===== config.mk =====
export PLATFORM = sky130hd
export DESIGN_NAME = special_if
export DESIGN_NICKNAME = d
export VERILOG_FILES = /design/src/rtl/special_if_pkg.sv /design/src/rtl/special_if.sv /design/src/rtl/switch_debounce.sv
export SDC_FILE = /design/constraint.sdc
export NUM_CORES = 1
export LEC_CHECK = 0
export BUFFER_PORTS_ARGS = -buffer_cell sky130_fd_sc_hd__clkbuf_2
export CORE_MARGIN = 2
export CORE_UTILIZATION = 45
export CTS_CLUSTER_DIAMETER = 100
export DETAILED_ROUTE_END_ITERATION = 10
export MAX_ROUTING_LAYER = met4
export SYNTH_ARGS = -nofsm -noshare
export SYNTH_HDL_FRONTEND = slang
export SYNTH_SLANG_ARGS = --single-unit

===== constraint.sdc =====
create_clock -name clk -period 3.5 [get_ports clk]
set_clock_uncertainty 0.15 [all_clocks]
set_input_delay 0.525 -clock clk [delete_from_list [all_inputs] [get_ports clk]]
set_output_delay 0.525 -clock clk [all_outputs]
set_load 0.02 [all_outputs]

===== src/rtl/special_if_pkg.sv =====
// Constants shared by the speaker, keylock and reset glue logic.
// Assumes a 10 MHz system clock and a synchronous board reset.
//
// Function
// - The speaker tone is taken from a timer counter output, never made here.
// - Bit 0 of the control port at 61h gates the timer tone on or off.
// - Bit 1 of the control port is speaker data combined with the gated tone.
// - Bit 6 of speaker_driver_enable_port must be set for the speaker drive to be active.
// - While the low-active keylock input is asserted keyboard input is blocked.
// - The low-active front-panel reset forces a reset of all board hardware.
// - A software reset resets only the CPU, not coprocessor or board logic.
// - A pulse on keyboard controller output bit 0 is turned into a CPU reset.
// - The three-key keyboard reset drives no hardware reset line at all.
package special_if_pkg;

    // ------------------------------------------------------------------
    // Register map
    // ------------------------------------------------------------------
    localparam logic [7:0] SYS_CTRL_ADDR = 8'h61;
    localparam logic [7:0] SPK_EN_ADDR = 8'h79;
    localparam int TONE_GATE_BIT = 0;
    localparam int SPK_DATA_BIT = 1;
    localparam int SPK_DRV_EN_BIT = 6;
    localparam logic [7:0] SYS_CTRL_RST = 8'h00;
    localparam logic [7:0] SPK_EN_RST = 8'h00;

    // ------------------------------------------------------------------
    // Timing
    // ------------------------------------------------------------------
    localparam int CLK_PERIOD_NS = 100;
    localparam int DEBOUNCE_MS = 10;
    localparam int DEBOUNCE_CYC = DEBOUNCE_MS * 1000000 / CLK_PERIOD_NS;
    localparam int CPU_RST_US = 10;
    localparam int CPU_RST_CYC = (CPU_RST_US * 1000 + CLK_PERIOD_NS - 1)
        / CLK_PERIOD_NS;

endpackage : special_if_pkg


===== src/rtl/special_if.sv =====
// Speaker gate, keylock and reset routing glue for the board.
// Assumes an I/O write/read strobe pair on the system clock, a timer
// tone already synchronous to clk, and a CPU reset that is active high.
`timescale 1ns/1ns
module special_if #(
    parameter int DEBOUNCE_CYC = special_if_pkg::DEBOUNCE_CYC,
    parameter int CPU_RST_CYC = special_if_pkg::CPU_RST_CYC
) (
    // Clock and reset
    input wire logic clk,
    input wire logic sys_rst,
    // I/O port access
    input wire logic [7:0] io_addr,
    input wire logic io_wr,
    input wire logic io_rd,
    input wire logic [7:0] io_wdata,
    output logic [7:0] io_rdata,
    // Speaker path
    input wire logic timer_tone,
    output logic speaker_drive_out,
    output logic speaker_drv_en,
    // Keyboard and keylock
    input wire logic keylock_n,
    input wire logic kbd_data_in,
    output logic kbd_data_out,
    // Reset sources and outputs
    input wire logic front_panel_reset_n,
    input wire logic kbc_cpu_rst_n,
    output logic board_rst,
    output logic cpu_rst
);

    // ------------------------------------------------------------------
    // State
    // ------------------------------------------------------------------
    typedef enum logic [1:0] {
        RS_IDLE,
        RS_BOARD,
        RS_CPU
    } rst_state_t;

    typedef struct packed {
        logic [7:0] sys_ctrl;
        logic [7:0] spk_en;
        logic [7:0] rdata;
        logic kbc_s1;
        logic kbc_s2;
        logic kbc_prev;
        rst_state_t rst_st;
        logic [31:0] rst_cnt;
        logic spk_out;
        logic spk_drv;
        logic kbd_out;
        logic board_rst;
        logic cpu_rst;
    } core_t;

    core_t st_r;
    core_t st_nxt;
    logic fp_level;
    logic lock_level;
    logic kbc_fall;
    logic gated_tone;

    // ------------------------------------------------------------------
    // Switch filters
    // ------------------------------------------------------------------
    // both switch contacts filtered
    switch_debounce #(.COUNT(DEBOUNCE_CYC)) u_fp_deb (
        .clk(clk),
        .sys_rst(sys_rst),
        .raw_in(front_panel_reset_n),
        .level_out(fp_level)
    );

    switch_debounce #(.COUNT(DEBOUNCE_CYC)) u_lock_deb (
        .clk(clk),
        .sys_rst(sys_rst),
        .raw_in(keylock_n),
        .level_out(lock_level)
    );

    // ------------------------------------------------------------------
    // Speaker path
    // ------------------------------------------------------------------
    // tone is the timer counter output
    // control bit 0 gates the tone
    assign gated_tone = timer_tone &
        st_r.sys_ctrl[special_if_pkg::TONE_GATE_BIT];

    // Pulse from controller is low-going; edge seen on synced copy only
    assign kbc_fall = st_r.kbc_prev & ~st_r.kbc_s2;

    // ------------------------------------------------------------------
    // Next state
    // ------------------------------------------------------------------
    always_comb begin
        st_nxt = st_r;
        // Register writes
        if (io_wr && io_addr == special_if_pkg::SYS_CTRL_ADDR) begin
            st_nxt.sys_ctrl = io_wdata;
        end
        if (io_wr && io_addr == special_if_pkg::SPK_EN_ADDR) begin
            st_nxt.spk_en = io_wdata;
        end
        // Reads return stored bits; unmapped ports read zero
        if (io_rd && io_addr == special_if_pkg::SYS_CTRL_ADDR) begin
            st_nxt.rdata = st_r.sys_ctrl;
        end else if (io_rd && io_addr == special_if_pkg::SPK_EN_ADDR) begin
            st_nxt.rdata = st_r.spk_en;
        end else begin
            st_nxt.rdata = 8'h00;
        end
        // data bit combines with gated tone
        st_nxt.spk_out = gated_tone &
            st_r.sys_ctrl[special_if_pkg::SPK_DATA_BIT];
        st_nxt.spk_drv = st_r.spk_en[special_if_pkg::SPK_DRV_EN_BIT];
        st_nxt.kbd_out = lock_level ? kbd_data_in : 1'b1;
        // Controller output sync
        st_nxt.kbc_s1 = kbc_cpu_rst_n;
        st_nxt.kbc_s2 = st_r.kbc_s1;
        st_nxt.kbc_prev = st_r.kbc_s2;
        // Reset routing; front panel has priority over software pulse
        case (st_r.rst_st)
            RS_IDLE: begin
                if (!fp_level) begin
                    st_nxt.rst_st = RS_BOARD;
                end else if (kbc_fall) begin
                    st_nxt.rst_st = RS_CPU;
                    st_nxt.rst_cnt = '0;
                end
            end
            RS_BOARD: begin
                if (fp_level) begin
                    st_nxt.rst_st = RS_IDLE;
                end
            end
            RS_CPU: begin
                if (!fp_level) begin
                    st_nxt.rst_st = RS_BOARD;
                end else if (st_r.rst_cnt >= 32'(CPU_RST_CYC - 1)) begin
                    st_nxt.rst_st = RS_IDLE;
                end else begin
                    st_nxt.rst_cnt = st_r.rst_cnt + 32'd1;
                end
            end
            default: begin
                st_nxt.rst_st = RS_IDLE;
            end
        endcase
        st_nxt.board_rst = (st_nxt.rst_st == RS_BOARD);
        st_nxt.cpu_rst = (st_nxt.rst_st != RS_IDLE);
        // board registers reinitialised by panel reset
        if (st_r.board_rst) begin
            st_nxt.sys_ctrl = special_if_pkg::SYS_CTRL_RST;
            st_nxt.spk_en = special_if_pkg::SPK_EN_RST;
        end
    end

    // ------------------------------------------------------------------
    // Registers
    // ------------------------------------------------------------------
    // no key combo input
    // Key combo only redirects the CPU in firmware, so no line is driven
    always_ff @(posedge clk) begin
        if (sys_rst) begin
            st_r <= '{sys_ctrl: special_if_pkg::SYS_CTRL_RST,
                      spk_en: special_if_pkg::SPK_EN_RST,
                      rdata: 8'h00, kbc_s1: 1'b1, kbc_s2: 1'b1,
                      kbc_prev: 1'b1, rst_st: RS_IDLE, rst_cnt: '0,
                      spk_out: 1'b0, spk_drv: 1'b0, kbd_out: 1'b1,
                      board_rst: 1'b0, cpu_rst: 1'b0};
        end else begin
            st_r <= st_nxt;
        end
    end

    assign io_rdata = st_r.rdata;
    assign speaker_drive_out = st_r.spk_out;
    assign speaker_drv_en = st_r.spk_drv;
    assign kbd_data_out = st_r.kbd_out;
    assign board_rst = st_r.board_rst;
    assign cpu_rst = st_r.cpu_rst;
endmodule : special_if


===== src/rtl/switch_debounce.sv =====
// Two-flop synchroniser and debounce filter for one switch input.
// Assumes the input is an asynchronous mechanical contact.
`timescale 1ns/1ns
module switch_debounce #(
    parameter int COUNT = 16
) (
    // Clock and reset
    input wire logic clk,
    input wire logic sys_rst,
    // Raw switch and filtered level
    input wire logic raw_in,
    output logic level_out
);

    typedef struct packed {
        logic s1;
        logic s2;
        logic lvl;
        logic [31:0] cnt;
    } deb_t;

    deb_t st_r;
    deb_t st_nxt;

    // ------------------------------------------------------------------
    // Filter
    // ------------------------------------------------------------------
    // sync then debounce
    always_comb begin
        st_nxt = st_r;
        st_nxt.s1 = raw_in;
        st_nxt.s2 = st_r.s1;
        if (st_r.s2 == st_r.lvl) begin
            st_nxt.cnt = '0;
        end else if (st_r.cnt >= 32'(COUNT - 1)) begin
            st_nxt.lvl = st_r.s2;
            st_nxt.cnt = '0;
        end else begin
            st_nxt.cnt = st_r.cnt + 32'd1;
        end
    end

    // Idle level is high: switches are low-active
    always_ff @(posedge clk) begin
        if (sys_rst) begin
            st_r <= '{s1: 1'b1, s2: 1'b1, lvl: 1'b1, cnt: '0};
        end else begin
            st_r <= st_nxt;
        end
    end

    assign level_out = st_r.lvl;
endmodule : switch_debounce


# Yosys cells after proc, flatten, opt, wreduce, memory -nomap -nowiden
# Cells that the tools add are included.
# W data, S select, Z words.
[word_totals]
reg_bits = 136
word_cells = 71
output_inout_bits = 13
[classes]
n_reduce_logical = 14
bitwise_logic = 7
n_eq_ne = 11
n_addsub = 3
n_lt_le_gt_ge = 3
muxes = 12
[ops]
columns = ["cell", "n"]
rows = [
  ["$add A32 B1 Y32 const B", 3],
  ["$mux W32", 3],
  ["$ge A32 B17 Y1 const B", 2],
  ["$pmux W32 S2", 1],
  ["$mux W34", 1],
  ["$ge A32 B7 Y1 const B", 1],
  ["$eq A8 B7 Y1 const B", 2],
  ["$mux W8", 2],
  ["$mux W2", 4],
  ["$pmux W2 S3", 1],
  ["$reduce_or A3 Y1", 2],
  ["$reduce_and A5 Y1", 1],
  ["$eq A2 B1 Y1 const B", 2],
  ["$logic_and A1 B1 Y1", 4],
  ["$ne A2 B1 Y1 const B", 2],
  ["$ne A2 B2 Y1 const B", 2],
  ["$not A1 Y1", 4],
  ["$reduce_and A2 Y1", 2],
  ["$reduce_bool A2 Y1", 2],
  ["$reduce_or A2 Y1", 2],
  ["$and A1 B1 Y1", 3],
  ["$eq A1 B1 Y1", 2],
  ["$eq A2 B2 Y1 const B", 1],
  ["$logic_not A2 Y1", 1],
]

# Longest topological paths before layout
[depth]
depth_word = 6
mapped_depth = 7

# Cells and area by module
# Synthesis repeated with hierarchy kept, for this count alone.
[unflattened]
hier_cells = 470
area_unflattened_um2 = 4993.5
[by_module_without_submodules]
columns = ["module", "n_inst", "area_per_inst_um2", "cells_per_inst", "seq_area_each_um2"]
rows = [
  ["switch_debounce", 2, 1272.5, 121, 700.7],
  ["special_if", 1, 2448.6, 228, 1321.3],
]

# Worst setup path before layout
# OpenSTA, ideal clock, no wires.
[synth_timing]
path_kind = "register to register"
from = "register u_lock_deb.st_r[0] (netlist bit)"
to = "register u_lock_deb.st_r[16] (netlist bit)"
period_less_slack_ns = 2.072
arrival_ns = 1.857
path_slack_ns = 1.428
path_buffers = 2
t_required_ns = 3.285
stages_incl_launch_ff = 8
path_cell_list = "dfxtp_1 ha_1 nand4_1 a211oi_1 or4b_2 buf_2 buf_2 nor2_1"
[synth_between]
elab_chain_cells = 2
word_cells_on_any_way = 3
cone_classes = "add/sub (1); order compare (1); reduce/logical (1)"
[synth_lines]
columns = ["item", "line_no", "rtl"]
rows = [
  ["start: declaration", "switch_debounce.sv:22", "deb_t st_r;"],
  ["start signal: assignment", "switch_debounce.sv:46", "st_r <= '{s1: 1'b1, s2: 1'b1, lvl: 1'b1, cnt: '0};"],
  ["start signal: assignment", "switch_debounce.sv:48", "st_r <= st_nxt;"],
  ["$ge A32 B17 Y1", "switch_debounce.sv:35", "end else if (st_r.cnt >= 32'(COUNT - 1)) begin"],
  ["$reduce_or A3 Y1 (no source line)", "--", ""],
]
# Parallel ways exist; a longest one is shown, timed or not.
# A chain may end at the register's enable or synchronous reset.

# Worst setup path after layout
[layout_timing]
from = "register st_r[5] (netlist bit)"
to = "register st_r, in the netlist cpu_rst"
[layout_between]
elab_chain_cells = 5
[layout_lines]
columns = ["item", "line_no", "rtl"]
rows = [
  ["start: declaration", "special_if.sv:58", "core_t st_r;"],
  ["start signal: assignment", "special_if.sv:167", "st_r <= '{sys_ctrl: special_if_pkg::SYS_CTRL_RST,"],
  ["start signal: assignment", "special_if.sv:174", "st_r <= st_nxt;"],
  ["$ge A32 B7 Y1", "special_if.sv:141", "end else if (st_r.rst_cnt >= 32'(CPU_RST_CYC - 1)) begin"],
  ["$mux W2", "special_if.sv:141", ""],
  ["$mux W2", "special_if.sv:139", "if (!fp_level) begin"],
  ["$pmux W2 S3", "special_if.sv:124", "case (st_r.rst_st)"],
  ["$reduce_bool A2 Y1", "special_if.sv:152", "st_nxt.cpu_rst = (st_nxt.rst_st != RS_IDLE);"],
]
# Every way passes these cells.

==> run metrics <==
status=completed; DR WL met3=375 microns; fill count=914; Worst-Margin Slew=0.703 ns; post-route clock period utilization=67.8%; post-CTS sizing=0; half-perimeter wire length after placement=5.45 mm; top_reg_cell synth=dfxtp_1; Clock Latency Late Sink=0.52 ns; 1st-iter DRT viols=104; CTS clk-pin slew, worst paths=0.06 ns; M1 WL=4.14 mm; CP Data Arrival Time=2.64 ns; setup TNS=0 ns; Yosys warnings=0; TritonCTS clock tree=yes; Die Ht=107 microns; worst ir drop on vdd=351 uV; CTS Buf Count=17; Crit. Startpoint=st_r[5]$_SDFFE_PP0P_; Yosys reg bits=136; vias in the first global route=3094; unrepaired setup endpoints after global routing=no; # Post-CTS Setup Buffers=0; Startpoint Class=flop; FMAX=0.421 GHz; clock sink count=136; Hold Crit Class=in -> reg; DR vias/cell=4.84; DRC=0; clock tree buffer depth=2; minimum clock period=2.37 ns; Die X-Extent=107 microns; post-route antenna net violation count=0; first-pass GRT wire length=14.3 mm; hold_sp=front_panel_reset_n; Final Setup Violations=0; n_diodes=0; largest net degree at the start of global routing=38; Util after Layout=55.5%; most frequent cells in the layout=dfxtp_1 (136), nor2_1 (68), clkbuf_2 (37), conb_1 (30), and2_1 (28); Initial Utilization=46.4%; post-synthesis cell area=0.00479 sq mm; global placement routability congestion=0.797; sequential share of the synthesized area=56.8%; Hold Violations, Final=0; GRT Util Overall=16.2%; Rows=37; root buf cell=clkbuf_8; fin nets=562; crit-path max FO=5; Lkg Pwr=2.34 nW; Unique masters post-synth=49; CTS Hold Bufs=0; Synth Instances=470; drt first pass iters=4; WL final=8.18 mm; RR Startpoint=st_r[5]$_SDFFE_PP0P_; Syn Area/Cell=10.2 sq um; die area=0.0115 sq mm; detailed-route via count=3308; core box area=0.0103 sq mm; Crit Path Category=reg -> reg; initial antenna violation count=0; fin. max-slew vios=0; Worst EP required=3.77 ns; Worst setup EP type=flop; Post-synth EDFFs=0; MaxCap Viol Count=0; top routing layer used=met4; Post-synth ARST share=0%; FF+latch area=0.00272 sq mm; IO Pins=38; share of post-route cells with drive strength above 1=15.2%; buffers added on ports=37; grt total ovfl=0; metal2 WL=3.56 mm; multi-input logic area=0.00204 sq mm; Power Density=582 mW/mm^2; relative slew slack=53.2%; commonest non-fill, non-tap cell in the layout=dfxtp_1; H-tree depth=4; Routed WL per cell=12.0 microns; Area growth syn-to-layout=19.5%
area by class of cell:
type                       instances  area share [%]
timing repair buffer              40            3.63
sequential                       136            47.6
clock inverter                     8            1.66
inverter                           5           0.328
clock buffer                      24            8.22
tap                              136            2.97
multi-input combinational        334            35.6
routing by layer:
metal,vias up,GRT usage [%]
li1,1733,-
met1,1515,20.6
met2,50,23.2
met3,10,6.26
met4,0,6.22
met5,-,-
power breakdown:
group	switching, W	internal [W]	leakage (nW)
combinational	0.0000387	0.0000278	0.953
clock	0.000614	0.00106	0.275
sequential	0.0000103	0.00158	1.11
total	0.000663	0.00267	2.34
registers in the layout, summed over array words and instances (netlist names):
register              count
u_lock_deb.level_out      1
speaker_drv_en            1
io_rdata                  8
u_lock_deb.st_nxt         1
cpu_rst                   1
board_rst                 1
st_r                     50
u_fp_deb.st_nxt           1
kbd_data_out              1
speaker_drive_out         1
u_fp_deb.st_r            33
st_nxt                    3
u_lock_deb.st_r          33
u_fp_deb.level_out        1
cell families after synthesis:
kind of cell | share of synthesized area, %
buffers and inverters | 2.95
xor gates and xnor gates | 4.93
other | 0.0783
and+or+nand+nor | 24.8
AOI/OAI and AO/OA | 4.67
muxes | 5.01
DFF | 56.8
adders and majority gates | 0.783
per-stage QoR:
step | setup WS [ns] | cell area, sq um | total power (W) | hold WS, ns | std cells
floorplan | 1.43 | 4900 | 0.00166 | 0.234 | 499
global placement | 1.17 | 5160 | 0.00168 | 0.250 | 651
detailed placement | 1.10 | 5160 | 0.00169 | 0.256 | 651
CTS | 1.12 | 5730 | 0.00337 | 0.0130 | 683
global route | 1.02 | 5730 | 0.00346 | 0.0324 | 683
finish | 1.13 | 5730 | 0.00333 | 0.0317 | 683
worst paths after layout:
kind                            depth (start not counted)                              to  slack, ns
worst max register to register                          5              cpu_rst$_SDFF_PP0_       1.13
worst min register to register                          1  u_lock_deb.st_r[33]$_SDFF_PP1_       0.26
worst max-delay path                                    5              cpu_rst$_SDFF_PP0_       1.13
worst min-delay path                                    2  u_fp_deb.st_nxt[33]$_SDFF_PP1_       0.03
synth_stat cells, types with 6 or more instances:
library cell,count,share of area (%)
a21oi_1,7,0.73
a22oi_1,8,1.3
and2_1,28,3.7
and3_1,6,0.78
and4_1,8,1.5
buf_4,8,1.3
clkbuf_1,13,1.0
dfxtp_1,136,57
mux2i_1,24,5.0
nand2_1,19,1.5
nand2b_1,6,0.78
nand3_1,14,1.5
nand4_1,14,1.8
nor2_1,68,5.3
nor3_1,9,0.94
nor4_1,16,2.1
or2_2,9,1.2
xnor2_1,17,3.1
xor2_1,10,1.8
critical path, stage by stage, from the launching register on:
cell and delay [ns]:
dfxtp_1 0.34, ha_1 0.23, or4_1 0.41, a222oi_1 0.59
nand3_2 0.26, a221oi_2 0.30
Power figures use the tool's default switching activity.
